--- src/pwm_regs.vh ---
// Register map, field positions, reset values and divider counts for the
// dual-channel fine pulse-width modulator.
// Assumes it is included by its bare name from each design file.
`ifndef PWM_REGS_VH
`define PWM_REGS_VH

// Byte addresses: each module instance owns two shared-address words.
`define PWM_MOD0_WORD0    8'h00
`define PWM_MOD0_WORD1    8'h04
`define PWM_MOD1_WORD0    8'h08
`define PWM_MOD1_WORD1    8'h0C
`define PWM_MAP_END       8'h10
`define PWM_MOD_BIT       3
`define PWM_WORD_BIT      2

// Control register fields.
`define CTRL_RSV7_BIT     7
`define CTRL_RUN_BIT      6
`define CTRL_CKS_MSB      2
`define CTRL_CKS_LSB      0
`define CTRL_ONES_MASK    8'h30
`define CTRL_RESET        8'h00

// Counter word fields.
`define CNT_ONE_BIT       1
`define BANK_BIT          0
`define CNT_RESET         14'h0000
`define CNT_HOLD          14'h0003
`define BANK_RESET        1'b1

// Data word fields.
`define CFS_BIT           1
`define DATA_RSV_BIT      0
`define DATA_RESET        14'h3FFF
`define CFS_RESET         1'b1
`define DATA_MIN_CFS0     14'h0100
`define DATA_MIN_CFS1     14'h0040

// Resolution periods in system clock cycles, one per clock-select code.
`define RES_DIV0          16'h0001
`define RES_DIV1          16'h0002
`define RES_DIV2          16'h0040
`define RES_DIV3          16'h0080
`define RES_DIV4          16'h0100
`define RES_DIV5          16'h0400
`define RES_DIV6          16'h1000
`define RES_DIV7          16'h4000

// AXI responses.
`define RESP_OKAY         2'b00
`define RESP_SLVERR       2'b10

`endif

--- src/dual_channel_fine_pwm.v ---
// Two fine pulse-width modulator module instances behind an AXI4-Lite slave.
// Assumes one clock and a synchronous active-low reset; the pulse outputs
// feed external low-pass filters.
`timescale 1ns/1ps
`default_nettype none
`include "pwm_regs.vh"

module dual_channel_fine_pwm #(
	parameter [15:0] RES_DIV_MAX = `RES_DIV7
) (
	input  wire        aclk,
	input  wire        aresetn,
	input  wire [7:0]  s_axi_awaddr,
	input  wire        s_axi_awvalid,
	output wire        s_axi_awready,
	input  wire [31:0] s_axi_wdata,
	input  wire [3:0]  s_axi_wstrb,
	input  wire        s_axi_wvalid,
	output wire        s_axi_wready,
	output reg  [1:0]  s_axi_bresp,
	output reg         s_axi_bvalid,
	input  wire        s_axi_bready,
	input  wire [7:0]  s_axi_araddr,
	input  wire        s_axi_arvalid,
	output wire        s_axi_arready,
	output reg  [31:0] s_axi_rdata,
	output reg  [1:0]  s_axi_rresp,
	output reg         s_axi_rvalid,
	input  wire        s_axi_rready,
	output wire        pulse_out_0,
	output wire        pulse_out_1,
	output wire        pulse_out_2,
	output wire        pulse_out_3
);

	// A zero top period would wrap the tick compare; treat it as one.
	localparam [15:0] DIV_TOP = (RES_DIV_MAX == 16'h0000) ? 16'h0001 :
		RES_DIV_MAX;

	// Counter word packing: low byte on top, upper bits in reversed order.
	function [15:0] pack_count;
		input [13:0] c;
		input        bank;
		integer j;
		begin
			pack_count = 16'h0000;
			pack_count[15:8] = c[7:0];
			for (j = 0; j < 6; j = j + 1) begin
				pack_count[7 - j] = c[8 + j];
			end
			pack_count[`CNT_ONE_BIT] = 1'b1;
			pack_count[`BANK_BIT] = bank;
		end
	endfunction

	function [13:0] unpack_count;
		input [15:0] w;
		integer j;
		begin
			unpack_count[7:0] = w[15:8];
			for (j = 0; j < 6; j = j + 1) begin
				unpack_count[8 + j] = w[7 - j];
			end
		end
	endfunction

	function [15:0] res_period;
		input [2:0] sel;
		begin
			case (sel)
				3'h0: res_period = `RES_DIV0;
				3'h1: res_period = `RES_DIV1;
				3'h2: res_period = `RES_DIV2;
				3'h3: res_period = `RES_DIV3;
				3'h4: res_period = `RES_DIV4;
				3'h5: res_period = `RES_DIV5;
				3'h6: res_period = `RES_DIV6;
				default: res_period = DIV_TOP;
			endcase
		end
	endfunction

	function addr_mapped;
		input [7:0] a;
		begin
			addr_mapped = (a < `PWM_MAP_END) && (a[1:0] == 2'b00);
		end
	endfunction

	// Write channel holding registers. Only the low half of the data word
	// and its two low strobes are kept, since every register is 16 bits.
	reg        aw_hold_reg;
	reg  [7:0] awaddr_reg;
	reg        w_hold_reg;
	reg [15:0] wdata_reg;
	reg  [1:0] wstrb_reg;
	wire       wr_go;
	wire       wr_full;
	wire       wr_mapped;

	// Both write channels stall while a response waits, so a second write
	// cannot land before the master has accepted the first response.
	assign s_axi_awready = !aw_hold_reg && !s_axi_bvalid;
	assign s_axi_wready  = !w_hold_reg && !s_axi_bvalid;
	assign s_axi_arready = !s_axi_rvalid;
	assign wr_go     = aw_hold_reg && w_hold_reg && !s_axi_bvalid;
	assign wr_full   = (wstrb_reg == 2'b11);
	assign wr_mapped = addr_mapped(awaddr_reg);

	// Address and data are caught independently so either may arrive first.
	always @(posedge aclk) begin
		if (!aresetn) begin
			aw_hold_reg  <= 1'b0;
			awaddr_reg   <= 8'h00;
			w_hold_reg   <= 1'b0;
			wdata_reg    <= 16'h0000;
			wstrb_reg    <= 2'b00;
			s_axi_bvalid <= 1'b0;
			s_axi_bresp  <= `RESP_OKAY;
		end else begin
			if (s_axi_awvalid && s_axi_awready) begin
				aw_hold_reg <= 1'b1;
				awaddr_reg  <= s_axi_awaddr;
			end
			if (s_axi_wvalid && s_axi_wready) begin
				w_hold_reg <= 1'b1;
				wdata_reg  <= s_axi_wdata[15:0];
				wstrb_reg  <= s_axi_wstrb[1:0];
			end
			// The write strobe waits for bvalid to drop, so the set and the
			// clear of the response flag never fall in one cycle.
			if (wr_go) begin
				aw_hold_reg  <= 1'b0;
				w_hold_reg   <= 1'b0;
				s_axi_bvalid <= 1'b1;
				s_axi_bresp  <= wr_mapped ? `RESP_OKAY : `RESP_SLVERR;
			end else if (s_axi_bvalid && s_axi_bready) begin
				s_axi_bvalid <= 1'b0;
			end
		end
	end

	// Flattened per-instance state for the read multiplexer.
	wire [27:0] count_all;
	wire [27:0] data_a_all;
	wire [27:0] data_b_all;
	wire  [1:0] cfs_a_all;
	wire  [1:0] cfs_b_all;
	wire  [1:0] bank_all;
	wire [15:0] ctrl_all;
	wire  [3:0] pulse_all;

	genvar m;
	generate
		// Each instance keeps its own divider, counter and register pair.
		for (m = 0; m < 2; m = m + 1) begin : inst
			reg  [13:0] count_reg;
			reg  [13:0] data_a_reg;
			reg  [13:0] data_b_reg;
			reg         cfs_a_reg;
			reg         cfs_b_reg;
			reg         bank_reg;
			reg   [7:0] ctrl_reg;
			reg  [15:0] div_reg;
			wire [15:0] period;
			wire        tick;
			wire        sel;
			wire        wr0;
			wire        wr1;

			assign sel = wr_go && wr_mapped &&
				(awaddr_reg[`PWM_MOD_BIT] == m);
			assign wr0 = sel && !awaddr_reg[`PWM_WORD_BIT];
			assign wr1 = sel && awaddr_reg[`PWM_WORD_BIT];
			assign period = res_period(
				ctrl_reg[`CTRL_CKS_MSB:`CTRL_CKS_LSB]);
			// The divider is as wide as the period, so any top period set
			// through RES_DIV_MAX still reaches its tick.
			assign tick = (div_reg >= period - 16'h0001);

			// A change of resolution takes effect within one new period,
			// since the compare catches an overshooting divider at once.
			always @(posedge aclk) begin
				if (!aresetn) begin
					div_reg <= 16'h0000;
				end else if (tick) begin
					div_reg <= 16'h0000;
				end else begin
					div_reg <= div_reg + 16'h0001;
				end
			end

			// Hold wins over a software write, so a stopped counter always
			// reads back as three.
			always @(posedge aclk) begin
				if (!aresetn) begin
					count_reg <= `CNT_RESET;
				end else if (ctrl_reg[`CTRL_RUN_BIT]) begin
					count_reg <= `CNT_HOLD;
				end else if (wr1 && bank_reg && wr_full) begin
					count_reg <= unpack_count(wdata_reg);
				end else if (tick) begin
					count_reg <= count_reg + 14'h0001;
				end
			end

			// Writes decode against the bank in force when they land; a
			// write that flips the bank steers only later accesses.
			always @(posedge aclk) begin
				if (!aresetn) begin
					bank_reg   <= `BANK_RESET;
					ctrl_reg   <= `CTRL_RESET;
					data_a_reg <= `DATA_RESET;
					data_b_reg <= `DATA_RESET;
					cfs_a_reg  <= `CFS_RESET;
					cfs_b_reg  <= `CFS_RESET;
				end else if (bank_reg) begin
					if (wr0 && wstrb_reg[0]) begin
						ctrl_reg <= {wdata_reg[`CTRL_RSV7_BIT],
							wdata_reg[`CTRL_RUN_BIT], 3'b000,
							wdata_reg[`CTRL_CKS_MSB:`CTRL_CKS_LSB]};
					end
					if (wr1 && wr_full) begin
						bank_reg <= wdata_reg[`BANK_BIT];
					end
				end else begin
					if (wr0 && wr_full) begin
						data_a_reg <= wdata_reg[15:2];
						cfs_a_reg  <= wdata_reg[`CFS_BIT];
					end
					if (wr1 && wr_full) begin
						data_b_reg <= wdata_reg[15:2];
						cfs_b_reg  <= wdata_reg[`CFS_BIT];
						bank_reg   <= wdata_reg[`BANK_BIT];
					end
				end
			end

			// Both channels of an instance watch the same counter.
			fine_pwm_channel chan_a (
				.aclk           (aclk),
				.aresetn        (aresetn),
				.count          (count_reg),
				.data           (data_a_reg),
				.carrier_select (cfs_a_reg),
				.pulse_out      (pulse_all[2 * m])
			);

			fine_pwm_channel chan_b (
				.aclk           (aclk),
				.aresetn        (aresetn),
				.count          (count_reg),
				.data           (data_b_reg),
				.carrier_select (cfs_b_reg),
				.pulse_out      (pulse_all[2 * m + 1])
			);

			assign count_all[14 * m +: 14]  = count_reg;
			assign data_a_all[14 * m +: 14] = data_a_reg;
			assign data_b_all[14 * m +: 14] = data_b_reg;
			assign cfs_a_all[m] = cfs_a_reg;
			assign cfs_b_all[m] = cfs_b_reg;
			assign bank_all[m]  = bank_reg;
			assign ctrl_all[8 * m +: 8] = ctrl_reg | `CTRL_ONES_MASK;
		end
	endgenerate

	// Instance 0 drives pins 0 and 1, instance 1 pins 2 and 3, A first.
	assign pulse_out_0 = pulse_all[0];
	assign pulse_out_1 = pulse_all[1];
	assign pulse_out_2 = pulse_all[2];
	assign pulse_out_3 = pulse_all[3];

	reg  [15:0] rd_word;
	reg         rd_mod;
	reg         rd_sel;

	// The word is picked while AR is offered, from the state held before
	// the edge that takes the address.
	always @* begin
		rd_mod  = s_axi_araddr[`PWM_MOD_BIT];
		rd_sel  = s_axi_araddr[`PWM_WORD_BIT];
		rd_word = 16'h0000;
		if (bank_all[rd_mod]) begin
			if (rd_sel) begin
				rd_word = pack_count(count_all[14 * rd_mod +: 14],
					bank_all[rd_mod]);
			end else begin
				rd_word = {8'h00, ctrl_all[8 * rd_mod +: 8]};
			end
		end else begin
			if (rd_sel) begin
				rd_word = {data_b_all[14 * rd_mod +: 14],
					cfs_b_all[rd_mod], bank_all[rd_mod]};
			end else begin
				rd_word = {data_a_all[14 * rd_mod +: 14],
					cfs_a_all[rd_mod], 1'b1};
			end
		end
	end

	// Unmapped or misaligned reads answer zero with an error response;
	// reads touch no state, so a stray read cannot switch a bank.
	always @(posedge aclk) begin
		if (!aresetn) begin
			s_axi_rvalid <= 1'b0;
			s_axi_rdata  <= 32'h00000000;
			s_axi_rresp  <= `RESP_OKAY;
		end else if (s_axi_arvalid && s_axi_arready) begin
			s_axi_rvalid <= 1'b1;
			if (addr_mapped(s_axi_araddr)) begin
				s_axi_rdata <= {16'h0000, rd_word};
				s_axi_rresp <= `RESP_OKAY;
			end else begin
				s_axi_rdata <= 32'h00000000;
				s_axi_rresp <= `RESP_SLVERR;
			end
		end else if (s_axi_rvalid && s_axi_rready) begin
			s_axi_rvalid <= 1'b0;
		end
	end

endmodule
`default_nettype wire

--- src/fine_pwm_channel.v ---
// One modulated channel: compares the shared counter with its data value.
// Assumes counter and data come from registers on the same clock.
`timescale 1ns/1ps
`default_nettype none
`include "pwm_regs.vh"

module fine_pwm_channel (
	input  wire        aclk,
	input  wire        aresetn,
	input  wire [13:0] count,
	input  wire [13:0] data,
	input  wire        carrier_select,
	output reg         pulse_out
);

	function [7:0] rev8;
		input [7:0] v;
		integer i;
		begin
			for (i = 0; i < 8; i = i + 1) begin
				rev8[i] = v[7 - i];
			end
		end
	endfunction

	function [5:0] rev6;
		input [5:0] v;
		integer i;
		begin
			for (i = 0; i < 6; i = i + 1) begin
				rev6[i] = v[5 - i];
			end
		end
	endfunction

	reg  [8:0] pos;
	reg  [8:0] width;
	reg        legal;
	reg        fine;

	// Fine pulses go to base cycles whose bit-reversed index is below the
	// fine field, which spreads them evenly and keeps ripple low. With the
	// two lowest data bits at zero the top counter bits drop out of it.
	always @* begin
		if (carrier_select) begin
			pos   = {1'b0, count[7:0]};
			fine  = (rev6(count[13:8]) < data[5:0]);
			width = {1'b0, data[13:6]};
			legal = (data >= `DATA_MIN_CFS1);
		end else begin
			pos   = {3'b000, count[5:0]};
			fine  = (rev8(count[13:6]) < data[7:0]);
			width = {3'b000, data[13:8]};
			legal = (data >= `DATA_MIN_CFS0);
		end
	end

	always @(posedge aclk) begin
		if (!aresetn) begin
			pulse_out <= 1'b0;
		end else if (!legal) begin
			pulse_out <= 1'b0;
		end else begin
			pulse_out <= (pos < width + {8'h00, fine});
		end
	end

endmodule
`default_nettype wire

--- config.mk ---
export PLATFORM = sky130hd
export DESIGN_NAME = dual_channel_fine_pwm
export DESIGN_NICKNAME = d
export VERILOG_FILES = /design/src/dual_channel_fine_pwm.v /design/src/fine_pwm_channel.v
export VERILOG_INCLUDE_DIRS = /design/src
export SDC_FILE = /design/constraint.sdc
export NUM_CORES = 1
export LEC_CHECK = 0
export BUFFER_PORTS_ARGS = -buffer_cell sky130_fd_sc_hd__buf_2
export CORE_ASPECT_RATIO = 0.75
export CORE_UTILIZATION = 60
export CTS_CLUSTER_SIZE = 16
export DETAILED_ROUTE_END_ITERATION = 6
export GPL_TIMING_DRIVEN = 0
export PLACE_DENSITY = 0.8
export SYNTH_ARGS = -nofsm -noshare
export SYNTH_HDL_FRONTEND = slang
export SYNTH_HIERARCHICAL = 1
export SYNTH_SLANG_ARGS = --single-unit
--- constraint.sdc ---
create_clock -name aclk -period 6.3 [get_ports aclk]
set_input_delay 0.315 -clock aclk [delete_from_list [all_inputs] [get_ports aclk]]
set_output_delay 0.315 -clock aclk [all_outputs]
set_load 0.01 [all_outputs]
==> results of run 1 <==
==> worst max-delay path, stage by stage, from the launching register on <==
cell	delay [ps]
dfxtp_1	350
clkbuf_1	310
nor2_1	180
nand2_1	130
ha_1	180
clkbuf_1	340
inv_1	220
nor2_1	140
a21oi_1	50
nor2_1	110
a21oi_1	50
ha_1	310
and4_1	180
and2_1	140
nand2_1	60
o21ai_1	540
or2_1	180
clkbuf_1	300
clkbuf_1	380
nor2_1	100
==> cells by family (layout without fill, tap and decap cells) <==
logic type,Yosys count,in the layout,share of synthesized area
flops,184,184,0.313
mux,62,62,0.0739
fa+ha+maj,102,102,0.109
other cells,1,19,0.000319
buf+inv,156,254,0.0593
simple gates,617,617,0.248
compound gates,255,255,0.137
xor+xnor,79,79,0.0589
==> cells in the mapped netlist (5+ instances only) <==
cell type,n
a211oi_1,10
a211oi_2,8
a21o_1,11
a21oi_1,122
a221oi_1,7
a32o_1,8
and2_1,13
and3_1,26
and3b_2,8
and4_1,6
buf_1,6
buf_2,23
buf_4,19
clkbuf_1,50
dfxtp_1,184
ha_1,102
inv_1,56
mux2_2,18
mux2i_1,26
mux4_2,18
nand2_1,264
nand2_2,5
nand2b_1,7
nand3_1,101
nand4_1,20
nor2_1,113
nor2b_1,10
nor3_1,11
nor4_1,5
o211ai_1,16
o21a_1,9
o21ai_0,41
xnor2_1,28
xor2_1,51
==> cells in the final DEF (no fill, tap or decap), types with 9 or more instances in the layout <==
cell / instances
mux2_2: 18
a211oi_1: 10
nor2b_1: 10
ha_1: 102
buf_4: 19
xor2_1: 51
dfxtp_1: 184
nor2_1: 113
clkbuf_16: 17
nand2_1: 264
o21ai_0: 41
nand4_1: 20
xnor2_1: 28
mux4_2: 18
nand3_1: 101
and2_1: 13
o211ai_1: 16
a21oi_1: 122
a21o_1: 11
conb_1: 19
buf_2: 89
nor3_1: 11
clkbuf_1: 50
mux2i_1: 26
inv_1: 56
o21a_1: 9
and3_1: 26
==> per-layer routing <==
layer,track usage,routed length [µm]
met5,0,0
met4,0.117,895
met2,0.510,14200
met3,0.0748,3570
met1,0.475,14700
==> layout make-up <==
cell class / count / share of cell area
tap: 247 / 0.0237
timing repair buffer: 66 / 0.0253
clock inverter: 15 / 0.0132
multi-input combinational: 1134 / 0.570
clock buffer: 17 / 0.0326
buffer: 99 / 0.0370
sequential: 184 / 0.282
inverter: 57 / 0.0164
==> power groups by stage <==
| stage | logic, mW | clock network, mW | registers (mW) |
|---|---|---|---|
| finish | 0.179 | 1.08 | 1.22 |
| global route | 0.198 | 1.13 | 1.22 |
| CTS | 0.177 | 1.08 | 1.22 |
| detailed placement | 0.176 | 0 | 1.25 |
| global placement | 0.171 | 0 | 1.25 |
| floorplan | 0.124 | 0 | 1.23 |
==> how the worst max path moves through the flow <==
stage	startpoint	endpoint	slack, ps
floorplan	inst[0].ctrl_reg[1]	inst[0].count_reg[1]	2780
global placement	inst[1].ctrl_reg[2]	inst[1].div_reg[15]	2110
detailed placement	inst[1].ctrl_reg[2]	inst[1].div_reg[1]	2020
CTS	inst[1].ctrl_reg[2]	inst[1].div_reg[1]	1990
global route	inst[1].ctrl_reg[2]	inst[1].div_reg[13]	1620
finish	inst[1].ctrl_reg[2]	inst[1].div_reg[1]	1920
==> through the flow <==
step                 util  setup slack, ps
global route        0.693             1620
floorplan               -             2780
finish              0.693             1920
detailed placement  0.662             2020
CTS                 0.693             1990
global placement    0.662             2110
==> out/metrics.csv, run 1 <==
stage,metric,value,unit
placement,dp.cells,1787,
placement,gp_congestion,1.00,
worst_hold_path,hold_class,input port to register,
sta,slew_headroom,0.420,
critical_path,r2r_cells,19,
route,drc,0,
die,std_cell_rows,43,
power_and_ir_drop,sequentialPowerShare,0.493,
power_and_ir_drop,p_per_area,190,mW/mm²
clock_tree,cts_num_sinks,184,
clock_tree,cts_htree_levels,4,
final_layout,nNetsFinal,1720,
critical_path,cp-end-kind,register,
sta,setup_violations,0,
die,ios,104,
clock_tree,cts_root_buf,clkbuf_16,
final_layout,n_antenna_cell,0,
job,cap_violations,0,
power_and_ir_drop,leakagePower,5.97,nW
logic_synthesis,synthTopCellsByArea,"dfxtp_1 31%, ha_1 11%, nand2_1 8.4%",
critical_path,reg2reg_from,inst[1].ctrl_reg[2],
sta,timing.fmax,228,MHz
global_route,grt_max_degree,21,
critical_path,r2r_slack,1920,ps
clock_tree,cts_max_path_buffers,2,
sta,whs,44.2,ps
final_layout,largest_register_ffs,32,
clock_tree,numCtsBuffers,17,
route,drt-wirelength-per-cell,18.3,µm
logic_synthesis,ys_async_sr_fraction,0,
route,dr.pass1.iters,6,
logic_synthesis,ys.flop_type,dfxtp_1,
die,die_y,123,µm
sta,fin_skew,15.0,ps
global_route,grt_pass1_wl,52400,µm
clock_tree,post_cts_buffers,0,
route,vias_per_cell,6.09,
logic_synthesis,synth_seq_cells,184,
logic_synthesis,synth_top_area_cell,dfxtp_1,
global_route,antenna_found_initial,0,
final_layout,area_delta_synth_final,11.1,%
final_layout,final_cells,1819,
final_layout,nFillCells,1527,
route,drt_first_iter_violations,1169,
die,die_w,164,µm
logic_synthesis,seq_area_frac_synth,0.313,
power_and_ir_drop,comb_power_share,0.072,
power_and_ir_drop,power,2.48,mW
critical_path,cp.arrival,4700,ps
clock_tree,clk_pin_slew,80,ps
worst_hold_path,whs_path_depth,2,
global_route,overflow,0,
logic_synthesis,synth_top_area_share,0.313,
logic_synthesis,synth_edf_count,0,
sta,tightestPinTransition,863,ps
sta,finalCritPeriodShare,0.695,
clock_tree,cts_tree,yes,
final_layout,stdcell_area,0.0131,mm²
global_route,grt_pass1_vias,10100,
clock_tree,post_cts_resized,0,
worst_hold_path,min_from,s_axi_rready,
power_and_ir_drop,power.switching,0.686,mW
logic_synthesis,syn_avg_cell_area,8.07,µm²
placement,dpl_cell_area,0.0125,mm²
final_layout,register_area,0.00368,mm²
power_and_ir_drop,intPower,1.79,mW
die,die-area,0.0202,mm²
clock_tree,ctsHoldBuffers,0,
sta,rsz0062_at_grt,no,
sta,hold_viol,0,
critical_path,worstSetupPathType,register to register,
placement,dpl.hpwl,24900,µm
logic_synthesis,ys_warn_count,6,
die,coreArea,0.0188,mm²
power_and_ir_drop,p_sw_frac,0.277,
placement,io_buffers,66,
route,vias,11100,
sta,finalSetupTns,0,ps
critical_path,critPathLaunchType,register,
critical_path,rr_endpoint,inst[1].div_reg[1],
sta,slew_viol_final,0,
global_route,grt_usage,0.338,
worst_hold_path,hold_end,s_axi_rvalid,
route,ant_nets,0,
logic_synthesis,synthDistinctLibCells,64,
die,start_util,0.624,
final_layout,multi_input_area,0.00744,mm²
logic_synthesis,netlist_instances,1456,
power_and_ir_drop,power_frac_clock,0.435,
sta,fin_crit,4380,ps
route,drt_wl_total,33300,µm
final_layout,drive_above_1_share,0.139,
clock_tree,clock_latency,450,ps
power_and_ir_drop,ir_drop,211,µV
critical_path,crit_fanout,10,
logic_synthesis,syn_area,0.0118,mm²
outcome,outcome,finished clean,
critical_path,cp_data_required_time,6620,ps
No activity file was read; power rests on OpenSTA's default activity.
==> run 2: changes to the inputs <==
- clock period: 6.3 -> 4.2 ns (I/O delays scaled with it)
==> out/metrics.csv, run 2 (synthesized netlist as in run 1, its figures left out) <==
stage,metric,value,unit,change
outcome,outcome,finished clean,,unchanged
clock_tree,clock_latency,450,ps,about the same
global_route,grt_max_degree,21,,unchanged
placement,io_buffers,66,,unchanged
sta,slew_headroom,0.430,,was 0.420
final_layout,nFillCells,1499,,was 1527
route,drc,0,,unchanged
global_route,antenna_found_initial,0,,unchanged
final_layout,area_delta_synth_final,12.2,%,was 11.1%
final_layout,layout_commonest_cell,nand2_1,,unchanged
sta,rsz0062_at_grt,no,,unchanged
route,drt_first_iter_violations,1175,,was 1169
die,start_util,0.624,,unchanged
critical_path,cp_data_required_time,4530,ps,was 6620 ps
global_route,overflow,0,,unchanged
critical_path,worstSetupPathType,register to register,,unchanged
clock_tree,post_cts_buffers,0,,unchanged
die,die_w,164,µm,unchanged
worst_hold_path,hold_class,input port to register,,unchanged
clock_tree,cts_num_sinks,184,,unchanged
die,ios,104,,unchanged
clock_tree,cts_max_path_buffers,2,,unchanged
final_layout,drive_above_1_share,0.142,,was 0.139
power_and_ir_drop,power,3.73,mW,was 2.48 mW
final_layout,mostFrequentLayoutCells,"264 x nand2_1, 184 x dfxtp_1, 122 x a21oi_1",,unchanged
critical_path,cp.arrival,4210,ps,was 4700 ps
clock_tree,numCtsBuffers,17,,unchanged
placement,dpl_cell_area,0.0125,mm²,unchanged
power_and_ir_drop,p_sw_frac,0.278,,was 0.277
power_and_ir_drop,comb_power_share,0.074,,was 0.072
power_and_ir_drop,leakagePower,6.04,nW,was 5.97 nW
die,die-area,0.0202,mm²,unchanged
sta,finalCritPeriodShare,0.923,,was 0.695
sta,tightestPinTransition,848,ps,was 863 ps
final_layout,largest_register_ffs,32,,unchanged
clock_tree,cts_htree_levels,4,,unchanged
die,die_y,123,µm,unchanged
sta,hold_viol,0,,unchanged
sta,fin_skew,14.3,ps,was 15.0 ps
route,drt-wirelength-per-cell,18.3,µm,about the same
route,ant_nets,0,,unchanged
global_route,grt_pass1_vias,10200,,was 10100
route,drt_wl_total,33400,µm,was 33300 µm
sta,slew_viol_final,0,,unchanged
placement,gp_congestion,1.00,,unchanged
power_and_ir_drop,sequentialPowerShare,0.491,,was 0.493
power_and_ir_drop,power.switching,1.04,mW,was 0.686 mW
clock_tree,cts_root_buf,clkbuf_16,,unchanged
sta,setup_violations,0,,unchanged
die,coreArea,0.0188,mm²,unchanged
power_and_ir_drop,intPower,2.70,mW,was 1.79 mW
critical_path,crit_fanout,10,,unchanged
clock_tree,cts_tree,yes,,unchanged
route,wl_met3,3690,µm,was 3570 µm
die,std_cell_rows,43,,unchanged
power_and_ir_drop,p_per_area,283,mW/mm²,was 190 mW/mm²
route,vias_per_cell,6.08,,was 6.09
power_and_ir_drop,ir_drop,324,µV,was 211 µV
job,cap_violations,0,,unchanged
critical_path,cp-end-kind,register,,unchanged
route,wl_met2,14200,µm,about the same
global_route,grt_pass1_wl,52800,µm,was 52400 µm
global_route,grt_usage,0.340,,was 0.338
final_layout,n_antenna_cell,0,,unchanged
route,top_layer_used,met4,,unchanged
sta,fin_crit,3880,ps,was 4380 ps
critical_path,critPathLaunchType,register,,unchanged
sta,timing.fmax,258,MHz,was 228 MHz
clock_tree,clk_pin_slew,80,ps,about the same
route,dr.pass1.iters,5,,was 6
final_layout,stdcell_area,0.0132,mm²,was 0.0131 mm²
placement,dpl.hpwl,24900,µm,unchanged
route,vias,11100,,about the same
power_and_ir_drop,power_frac_clock,0.435,,about the same
route,met1Wirelength,14500,µm,was 14700 µm
final_layout,nNetsFinal,1729,,was 1720
run 2: cell count changes in the layout (fill, tap and decap cells not counted), moves of 2 or more:
cell / previous run / this run
dlygate4sd3_1: 0 / 13
clkbuf_1: 50 / 44
clkbuf_2: 0 / 2
nor2_1: 113 / 111
run 2: repair_timing:
| action | CTS | global route |
|---|---|---|
| resized for setup | 1 | 11 |
| hold buffers | 13 | 0 |
| endpoints found under the hold margin | 13 | 0 |
| setup endpoints to repair | 10 | 49 |
run 2: critical path, cell delays in order (launching register included):
cell and delay (ps):
dfxtp_1 370, buf_2 220, nor2_4 160, nand2_1 100, ha_1 220, clkbuf_2 180, inv_2 130, nand3_1 90
a21oi_1 180, a21oi_1 70, ha_1 280, nand4_1 120, or4_4 520, a311o_1 310, o211ai_2 170, buf_8 200
mux2i_1 180, a21oi_1 80, o21a_1 180
run 2: metrics by stage:
step	setup WS [ps]	hold WS (ps)	TNS, ps	std cells	utilization
2_1_floorplan	683	309	0	1474	-
3_3_place_gp	9.70	395	0	1787	0.662
3_5_place_dp	-84.4	401	-702	1787	0.662
4_1_cts	16.8	0.439	0	1832	0.700
5_1_grt	21.9	7.69	0	1828	0.700
6_report	322	2.98	0	1828	0.700
run 2: path summary, 6_finish.rpt:
path	to	slack [ps]	from	cells after the start
worst min register to register	s_axi_rdata[5]	470	s_axi_rdata[5]	2
worst max-delay path	inst[0].count_reg[1]	320	inst[0].ctrl_reg[1]	18
worst max register to register	inst[0].count_reg[1]	320	inst[0].ctrl_reg[1]	18
worst min-delay path	wdata_reg[12]	3	s_axi_wdata[12]	3
run 2: power groups by stage:
| stage | Sequential, mW | Combinational (mW) | Clock [mW] |
|---|---|---|---|
| 4_1_cts | 1.83 | 0.274 | 1.63 |
| 3_3_place_gp | 1.87 | 0.256 | 0 |
| 2_1_floorplan | 1.84 | 0.186 | 0 |
| 6_report | 1.83 | 0.278 | 1.62 |
| 3_5_place_dp | 1.87 | 0.263 | 0 |
| 5_1_grt | 1.83 | 0.306 | 1.70 |
run 2: cell type report:
| type | instances | area, µm² | share of cell area |
|---|---|---|---|
| Multi-Input combinational cell | 1134 | 7450 | 0.565 |
| Sequential cell | 184 | 3680 | 0.279 |
| Buffer | 95 | 470 | 0.0357 |
| Timing Repair Buffer | 79 | 460 | 0.0349 |
| Clock buffer | 17 | 425 | 0.0323 |
| Tap cell | 247 | 309 | 0.0234 |
| Inverter | 57 | 214 | 0.0162 |
| Clock inverter | 15 | 173 | 0.0131 |
run 2: layer usage:
| metal | vias up | global-route usage |
|---|---|---|
| li1 | 5284 | - |
| met1 | 5149 | 0.476 |
| met2 | 596 | 0.517 |
| met3 | 88 | 0.0751 |
| met4 | 0 | 0.117 |
| met5 | - | 0 |
